File: config.mk
export PLATFORM = sky130hd
export DESIGN_NAME = civ_core_irq
export DESIGN_NICKNAME = d
export VERILOG_FILES = /design/src/hw/civ_edge_sync.v /design/src/hw/civ_apb_slave.v /design/src/hw/civ_core_irq.v
export VERILOG_INCLUDE_DIRS = /design/src /design/src/hw
export SDC_FILE = /design/constraint.sdc
export NUM_CORES = 1
export LEC_CHECK = 0
export BUFFER_PORTS_ARGS = -buffer_cell sky130_fd_sc_hd__buf_2
export CORE_MARGIN = 2
export CORE_UTILIZATION = 23
export DETAILED_ROUTE_END_ITERATION = 10
export SYNTH_ARGS = -nofsm -noshare
export SYNTH_HDL_FRONTEND = slang
export SYNTH_SLANG_ARGS = --single-unit
File: constraint.sdc
create_clock -name sys_clk_i -period 1.7 [get_ports sys_clk_i]
set_input_delay 0.085 -clock sys_clk_i [delete_from_list [all_inputs] [get_ports sys_clk_i]]
set_output_delay 0.085 -clock sys_clk_i [all_outputs]
set_load 0.01 [all_outputs]
File: src/hw/civ_map.vh
/*
  Register map, field positions, vectors and reset values of the
  interrupt vectoring block. Assumes inclusion by bare name, once or more.
*/
`ifndef CIV_MAP_VH
`define CIV_MAP_VH
`define CIV_ADDR_W 12
`define CIV_OFF_STATUS 12'h01C
`define CIV_OFF_PREQ1 12'h040
`define CIV_OFF_PEN1 12'h044
`define CIV_OFF_PREQ2 12'h048
`define CIV_OFF_PEN2 12'h04C
`define CIV_OFF_CPU 12'h050
`define CIV_OFF_VEC 12'h054
`define CIV_STATUS_RST 8'h00
`define CIV_PREG_RST 8'h00
`define CIV_PEN2_MASK 8'hEF
`define CIV_B_PEND 7
`define CIV_B_TCLKF 6
`define CIV_B_T0F 5
`define CIV_B_EXTF 4
`define CIV_B_PGEN 3
`define CIV_B_TCLKE 2
`define CIV_B_T0E 1
`define CIV_B_EXTE 0
`define CIV_VEC_RESET 16'h0000
`define CIV_VEC_EXT 16'h0008
`define CIV_VEC_T0 16'h0010
`define CIV_VEC_TCLK 16'h0018
`define CIV_VEC_PERIPH 16'h0020
`define CIV_NPSRC 15
`endif

File: src/hw/civ_edge_sync.v
/*
  Pin edge detector: three flip-flop synchroniser plus selectable edge.
  Assumes pin_i is asynchronous to sys_clk_i.
*/
module civ_edge_sync (
  input wire sys_clk_i,
  input wire reset_i,
  input wire pin_i,
  input wire rise_sel_i,
  output wire edge_o
);
  reg s1;
  reg s2;
  reg s3;
  reg lvl;

  // Plain three-stage shift; the level register below carries the reset
  always @(posedge sys_clk_i) begin
    s1 <= pin_i;
    s2 <= s1;
    s3 <= s2;
  end

  // Level follows the pin during reset, so a pin idling high gives no false edge
  always @(posedge sys_clk_i) begin
    if (reset_i)
      lvl <= s3;
    else if (s2 == s3)
      lvl <= s3;
  end

  // Edge seen when agreed level differs from the held one
  assign edge_o = (s2 == s3) && (s3 != lvl) && (s3 == rise_sel_i);
endmodule

File: src/hw/civ_apb_slave.v
/*
  APB slave front end: zero wait state, decodes enables into write and read strobes.
  Assumes a standard APB master on sys_clk_i.
*/
module civ_apb_slave (
  input wire psel_i,
  input wire penable_i,
  input wire pwrite_i,
  output wire wr_o,
  output wire rd_o,
  output wire pready_o
);
  // No wait states: every access completes in its first access cycle
  assign pready_o = 1'b1;
  assign wr_o = psel_i & penable_i & pwrite_i;
  assign rd_o = psel_i & penable_i & ~pwrite_i;
endmodule

File: src/hw/civ_core_irq.v
/*
  Interrupt collection and vectoring for an 8-bit core.
  Assumes the sequencer asserts instr_boundary_i at each instruction start,
  pushes the stack on take_o and pops it on return_from_irq_instr_i.
*/
`include "civ_map.vh"
module civ_core_irq (
  input wire sys_clk_i,
  input wire reset_i,
  input wire psel_i,
  input wire penable_i,
  input wire pwrite_i,
  input wire [11:0] paddr_i,
  input wire [31:0] pwdata_i,
  output reg [31:0] prdata_o,
  output wire pready_o,
  output wire pslverr_o,
  input wire ext_irq_pin_i,
  input wire timer_clock_pin_i,
  input wire ext_rise_sel_i,
  input wire tclk_rise_sel_i,
  input wire timer_zero_ovf_i,
  input wire [14:0] periph_event_i,
  input wire instr_boundary_i,
  input wire return_from_irq_instr_i,
  output wire take_o,
  output reg [15:0] vector_o,
  output wire global_irq_disable_o
);
  // Status register fields
  reg tclk_pin_edge_flag;
  reg timer_zero_ovf_flag;
  reg ext_pin_edge_flag;
  reg periph_group_enable;
  reg tclk_pin_edge_enable;
  reg timer_zero_ovf_enable;
  reg ext_pin_edge_enable;
  reg global_irq_disable;
  wire [7:0] periph_request_reg_one;
  reg [7:0] periph_enable_reg_one;
  wire [7:0] periph_request_reg_two;
  reg [7:0] periph_enable_reg_two;
  wire [14:0] p_flag;
  wire [14:0] p_wr_data;
  wire [14:0] p_wr_hit;
  wire wr_preq1;
  wire wr_preq2;
  reg [15:0] next_vector;
  reg hazard_take;
  wire wr;
  wire ext_edge;
  wire tclk_edge;
  wire [14:0] p_req;
  wire [14:0] p_en;
  wire periph_pending_flag;
  wire ext_req;
  wire t0_req;
  wire tclk_req;
  wire per_req;
  wire any_req;
  wire st_wr;
  wire en_drop;
  wire [7:0] status_rd;

  // Bus front end; no read strobe is needed since reads are captured early
  civ_apb_slave u_apb (
    .psel_i(psel_i),
    .penable_i(penable_i),
    .pwrite_i(pwrite_i),
    .wr_o(wr),
    .rd_o(),
    .pready_o(pready_o)
  );

  // Both pins pass the same three-stage synchroniser
  civ_edge_sync u_ext (
    .sys_clk_i(sys_clk_i),
    .reset_i(reset_i),
    .pin_i(ext_irq_pin_i),
    .rise_sel_i(ext_rise_sel_i),
    .edge_o(ext_edge)
  );

  civ_edge_sync u_tclk (
    .sys_clk_i(sys_clk_i),
    .reset_i(reset_i),
    .pin_i(timer_clock_pin_i),
    .rise_sel_i(tclk_rise_sel_i),
    .edge_o(tclk_edge)
  );

  // Unmapped addresses answer with an error, writes there are dropped
  // Stray writes must never alias onto the status register
  assign pslverr_o = psel_i & penable_i &
    !(paddr_i == `CIV_OFF_STATUS || paddr_i == `CIV_OFF_PREQ1 ||
      paddr_i == `CIV_OFF_PEN1 || paddr_i == `CIV_OFF_PREQ2 ||
      paddr_i == `CIV_OFF_PEN2 || paddr_i == `CIV_OFF_CPU ||
      paddr_i == `CIV_OFF_VEC);

  // Fifteen peripheral flags, the reserved bit 4 of group two is skipped
  // Flat source order: group one bits first, then group two
  assign p_req = {periph_request_reg_two[7:5], periph_request_reg_two[3:0],
                  periph_request_reg_one};
  assign p_en = {periph_enable_reg_two[7:5], periph_enable_reg_two[3:0],
                 periph_enable_reg_one};
  assign periph_pending_flag = |(p_req & p_en);

  // Request qualification per source
  // Each enable gates only its own flag; the flags themselves never wait
  assign ext_req = ext_pin_edge_flag & ext_pin_edge_enable;
  assign t0_req = timer_zero_ovf_flag & timer_zero_ovf_enable;
  assign tclk_req = tclk_pin_edge_flag & tclk_pin_edge_enable;
  assign per_req = periph_pending_flag & periph_group_enable;
  assign any_req = ext_req | t0_req | tclk_req | per_req;

  // Taken only at an instruction boundary, which sets the latency
  // A pin event landing inside a two-cycle instruction waits for the
  // next boundary, so the extra cycle of latency needs no logic of its own
  assign take_o = instr_boundary_i & ~global_irq_disable &
    (any_req | hazard_take);
  assign global_irq_disable_o = global_irq_disable;

  // Write to status that drops an enable whose flag is set
  // Only a bus write can clear an enable, so no other path needs watching
  assign st_wr = wr & (paddr_i == `CIV_OFF_STATUS);
  assign en_drop = st_wr & ~global_irq_disable & (
    (ext_pin_edge_flag & ext_pin_edge_enable & ~pwdata_i[`CIV_B_EXTE]) |
    (timer_zero_ovf_flag & timer_zero_ovf_enable & ~pwdata_i[`CIV_B_T0E]) |
    (tclk_pin_edge_flag & tclk_pin_edge_enable & ~pwdata_i[`CIV_B_TCLKE]) |
    (periph_pending_flag & periph_group_enable & ~pwdata_i[`CIV_B_PGEN]));

  // Fixed priority vector choice
  // The hazard overrides every source and clears no flag
  always @* begin
    if (hazard_take)
      next_vector = `CIV_VEC_RESET;
    else if (ext_req)
      next_vector = `CIV_VEC_EXT;
    else if (t0_req)
      next_vector = `CIV_VEC_T0;
    else if (tclk_req)
      next_vector = `CIV_VEC_TCLK;
    else
      next_vector = `CIV_VEC_PERIPH;
  end

  // Hazard latch, held until the next take, which then goes to reset address
  // A new drop wins over a take in the same cycle, so it is never lost
  // Limitation: only bus writes are seen, software must mask first to avoid it
  always @(posedge sys_clk_i) begin
    if (reset_i)
      hazard_take <= 1'b0;
    else if (en_drop)
      hazard_take <= 1'b1;
    else if (take_o)
      hazard_take <= 1'b0;
  end

  // Core status bit: set on take, cleared on return, writable by software
  // Reset leaves interrupts disabled until software opens them
  always @(posedge sys_clk_i) begin
    if (reset_i) begin
      global_irq_disable <= 1'b1;
      vector_o <= `CIV_VEC_RESET;
    end else begin
      if (take_o) begin
        global_irq_disable <= 1'b1;
        vector_o <= next_vector;
      end else if (return_from_irq_instr_i)
        global_irq_disable <= 1'b0;
      else if (wr && paddr_i == `CIV_OFF_CPU)
        global_irq_disable <= pwdata_i[0];
    end
  end

  // Status register: set beats both software and vectoring clears
  // Writing one to a flag sets it, which lets software raise a test request
  always @(posedge sys_clk_i) begin
    if (reset_i) begin
      {tclk_pin_edge_flag, timer_zero_ovf_flag, ext_pin_edge_flag} <= 3'h0;
      {periph_group_enable, tclk_pin_edge_enable} <= 2'h0;
      {timer_zero_ovf_enable, ext_pin_edge_enable} <= 2'h0;
    end else begin
      if (st_wr) begin
        tclk_pin_edge_flag <= pwdata_i[`CIV_B_TCLKF];
        timer_zero_ovf_flag <= pwdata_i[`CIV_B_T0F];
        ext_pin_edge_flag <= pwdata_i[`CIV_B_EXTF];
        periph_group_enable <= pwdata_i[`CIV_B_PGEN];
        tclk_pin_edge_enable <= pwdata_i[`CIV_B_TCLKE];
        timer_zero_ovf_enable <= pwdata_i[`CIV_B_T0E];
        ext_pin_edge_enable <= pwdata_i[`CIV_B_EXTE];
      end
      if (take_o && !hazard_take) begin
        if (next_vector == `CIV_VEC_EXT)
          ext_pin_edge_flag <= 1'b0;
        if (next_vector == `CIV_VEC_T0)
          timer_zero_ovf_flag <= 1'b0;
        if (next_vector == `CIV_VEC_TCLK)
          tclk_pin_edge_flag <= 1'b0;
      end
      if (ext_edge)
        ext_pin_edge_flag <= 1'b1;
      if (timer_zero_ovf_i)
        timer_zero_ovf_flag <= 1'b1;
      if (tclk_edge)
        tclk_pin_edge_flag <= 1'b1;
    end
  end

  // Bus strobes for the two request groups
  assign wr_preq1 = wr & (paddr_i == `CIV_OFF_PREQ1);
  assign wr_preq2 = wr & (paddr_i == `CIV_OFF_PREQ2);

  // Write data and strobes in flat source order, bit 4 of group two skipped
  assign p_wr_data = {pwdata_i[7:5], pwdata_i[3:0], pwdata_i[7:0]};
  assign p_wr_hit = {{7{wr_preq2}}, {8{wr_preq1}}};

  // One cell per peripheral source; no vectoring path reaches these cells
  genvar gi;
  generate
    for (gi = 0; gi < `CIV_NPSRC; gi = gi + 1) begin : g_pflag
      reg flag;
      always @(posedge sys_clk_i) begin
        if (reset_i)
          flag <= 1'b0;
        else if (periph_event_i[gi])
          flag <= 1'b1;
        else if (p_wr_hit[gi])
          flag <= p_wr_data[gi]; // relies on this software clear
      end
      assign p_flag[gi] = flag;
    end
  endgenerate

  // Request groups as software sees them; the missing bit reads zero
  assign periph_request_reg_one = p_flag[7:0];
  assign periph_request_reg_two = {p_flag[14:12], 1'b0, p_flag[11:8]};

  // Enables are plain software registers
  always @(posedge sys_clk_i) begin
    if (reset_i) begin
      periph_enable_reg_one <= `CIV_PREG_RST;
      periph_enable_reg_two <= `CIV_PREG_RST;
    end else begin
      if (wr && paddr_i == `CIV_OFF_PEN1)
        periph_enable_reg_one <= pwdata_i[7:0];
      if (wr && paddr_i == `CIV_OFF_PEN2)
        periph_enable_reg_two <= pwdata_i[7:0] & `CIV_PEN2_MASK;
    end
  end

  assign status_rd = {periph_pending_flag, tclk_pin_edge_flag, timer_zero_ovf_flag,
                      ext_pin_edge_flag, periph_group_enable, tclk_pin_edge_enable,
                      timer_zero_ovf_enable, ext_pin_edge_enable};

  // Registered read data, captured in the setup cycle
  // Capturing early keeps the read path off the access-phase decode
  always @(posedge sys_clk_i) begin
    if (reset_i)
      prdata_o <= 32'h00000000;
    else if (psel_i && !penable_i && !pwrite_i) begin
      if (paddr_i == `CIV_OFF_STATUS)
        prdata_o <= {24'h000000, status_rd};
      else if (paddr_i == `CIV_OFF_PREQ1)
        prdata_o <= {24'h000000, periph_request_reg_one};
      else if (paddr_i == `CIV_OFF_PEN1)
        prdata_o <= {24'h000000, periph_enable_reg_one};
      else if (paddr_i == `CIV_OFF_PREQ2)
        prdata_o <= {24'h000000, periph_request_reg_two};
      else if (paddr_i == `CIV_OFF_PEN2)
        prdata_o <= {24'h000000, periph_enable_reg_two};
      else if (paddr_i == `CIV_OFF_CPU)
        prdata_o <= {31'h00000000, global_irq_disable};
      else if (paddr_i == `CIV_OFF_VEC)
        prdata_o <= {16'h0000, vector_o};
      else
        prdata_o <= 32'h00000000;
    end
  end
endmodule

==> results.md <==
* Status: finished with violations
* Failing checks: negative setup slack
* Number of global-route vias before repair at 2,926
* Design Area, Final at 0.00430 mm^2
* Seq cells post-synth at 58
* Crit end category: output pin
* Mean Syn Cell Area at 8.71 um^2
* Core footprint at 0.0137 mm^2
* Commonest non-fill, non-tap cells in the layout: buf_2 (59), dfxtp_1 (54), buf_4 (43)
* Largest net degree at the start of global routing at 39
* Via density at 4.59
* Max Root-Sink Buffers at 2
* Die H at 122 um
* Global-route usage over all layers at 0.137
* Pwr Density at 830 mW/mm^2
* Req. time, crit path at 1.62 ns
* Main area contributors after synthesis: dfxtp_1 (35%), mux2i_1 (9.4%), buf_4 (9.2%)
* Top_reg_cell synth: dfxtp_1
* Initial antenna violation count at 0
* LEAKAGE at 0.00195 uW
* WS Path Type: register to output pin
* TritonCTS Buffers at 9
* Post-synth EDFFs at 2
* Max-cap violations at 0
* Worst-path clk slew at 0.05 ns
* Share of cells above drive strength 1 at 0.306
* Core Rows at 43
* Nets at 550
* Final core occ at 0.313
* Hold Path Class: primary input to register
* Ant. Diodes at 0
* Dpl hpwl at 7700 um
* Detailed-route via count at 3,048
* Placed cell areas at 0.00385 mm^2
* Die Span X at 122 um
* Die ar. at 0.0149 mm^2
* Clock Sinks at 58
* Wire per inst at 14.9 um
* Synth warnings at 0
* Final number of setup-violating endpoints at 2
* Mapped Cells at 367
* Grt ovf at 0
* Startpoint types: register
* IO Port Bufs at 60
* RSZ-0062 raised after global routing: true
* TritonCTS clock tree: built
* Synth top area share at 0.351
* Final Max Tran Viols at 0
* First-pass GRT wire length at 15,500 um
* Part of the Yosys area used for sequential elements at 0.370
* Starting density of the core at 0.233
* Final hold vios at 0
* Clock Skew at 0.0126 ns
* Fin crit period at 1.91 ns
* Clock latency at the later pin of the worst-skew pair at 0.34 ns
* IO Count at 123
* Period utilization at 1.13
* Post-Route WL at 9870 um
* Post-synth top area cell: dfxtp_1
* First-pass DRT Iterations at 5
* Max VDD drop at 0.000366 V
* Post-route ant nets at 0
* Area growth from synthesis to layout at 34.4%
* CTS Root Cell: clkbuf_16
* Fin Hold WS at 0.00343 ns
* Mapped Area at 0.00320 mm^2
* CP arrival at 1.83 ns
* GPL Wtd Cong at 0.919
* PnR worst setup slack at -0.214 ns
* DR DRC count at 0
* CTS H-Tree Depth at 3
* Commonest non-fill, non-tap cell in the layout: buf_2
* 1st-iter DRT viols at 208
* Setup TNS at -0.369 ns
* Synth unique cells at 59
* Fraction of registers with async set/reset at 0
* Pwr Total at 3560 uW
* Fmax at 0.523 GHz
* CP max FO at 3
## cell families (layout without fill, tap and decap cells)
group,after synthesis,in the layout,synth area share
compound gates,83,83,0.169
xor+xnor,2,2,0.00548
buf+inv,73,154,0.133
flops,58,58,0.370
mux,34,34,0.112
other cells,2,38,0.00235
simple gates,115,115,0.209
## worst max-delay path: stages, from the launching register on
cell and delay (ns):
dfxtp_2 0.31, a222oi_1 0.38, nand3_1 0.23, o211ai_2 0.24, nand2_2 0.10, buf_6 0.13
buf_6 0.11
## metrics by stage
step	cells	worst slack (ns)
6_report	664	-0.214
5_1_grt	664	-0.305
4_1_cts	666	-0.213
3_5_place_dp	634	-0.124
3_3_place_gp	634	-0.0891
2_1_floorplan	403	0.0186
## power breakdown
group	switching (uW)	total (uW)	internal, uW	leakage, uW
clock network	611	1730	1120	0.000144
registers	39.6	1460	1420	0.000480
logic	213	377	165	0.00133
## cell type report
cell class | instances | area, um^2
fill | 1465 | 9420
multi-input combinational | 272 | 1730
sequential | 58 | 1180
timing repair buffer | 118 | 791
clock buffer | 10 | 229
tap | 180 | 225
inverter | 20 | 75.1
clock inverter | 6 | 57.6
## cell usage after synthesis (all sizes together) (4+ instances only)
master / instances
nor2: 27
nor4: 4
dfxtp: 56
o21ai: 9
a22oi: 9
buf: 42
o22ai: 4
nor3: 5
clkbuf: 11
inv: 20
a21oi: 36
a2bb2oi: 4
mux2i: 30
nand2: 27
nand3: 23
nand4: 5
## flip-flops by register name (all words and copies together), names as in the netlist, 3 cells and up
signal and flops:
vector_o 3, periph_enable_reg_one 8, prdata_o 8, periph_enable_reg_two 7, g_pflag.flag 15
## per-layer routing
layer,up-vias,wire length (um),track usage
li1,1468,-,-
met1,1425,4510,0.181
met2,140,4360,0.208
met3,15,781,0.0431
met4,0,210,0.0546
met5,-,0,0
## final timing paths
check | from | to | slack, ns | depth (start not counted)
setup / recovery | periph_enable_reg_two[1]$_SDFFE_PP0P_ | take_o | -0.21 | 6
hold / removal | periph_event_i[13] | g_pflag[13].flag$_SDFFE_PP0P_ | 0.003 | 3
setup reg to reg | periph_enable_reg_two[1]$_SDFFE_PP0P_ | global_irq_disable_o$_SDFFE_PP1P_ | -0.16 | 6
hold reg to reg | u_tclk.s1$_DFF_P_ | u_tclk.s2$_DFF_P_ | 0.33 | 0
## what timing repair did
action	in CTS	in global routing
pin swaps	6	1
setup buffers	3	1
setup endpoints to repair	2	6
endpoints found under the hold margin	13	0
resized for setup	8	2
hold buffers	13	0
Power figures use the tool's default switching activity.
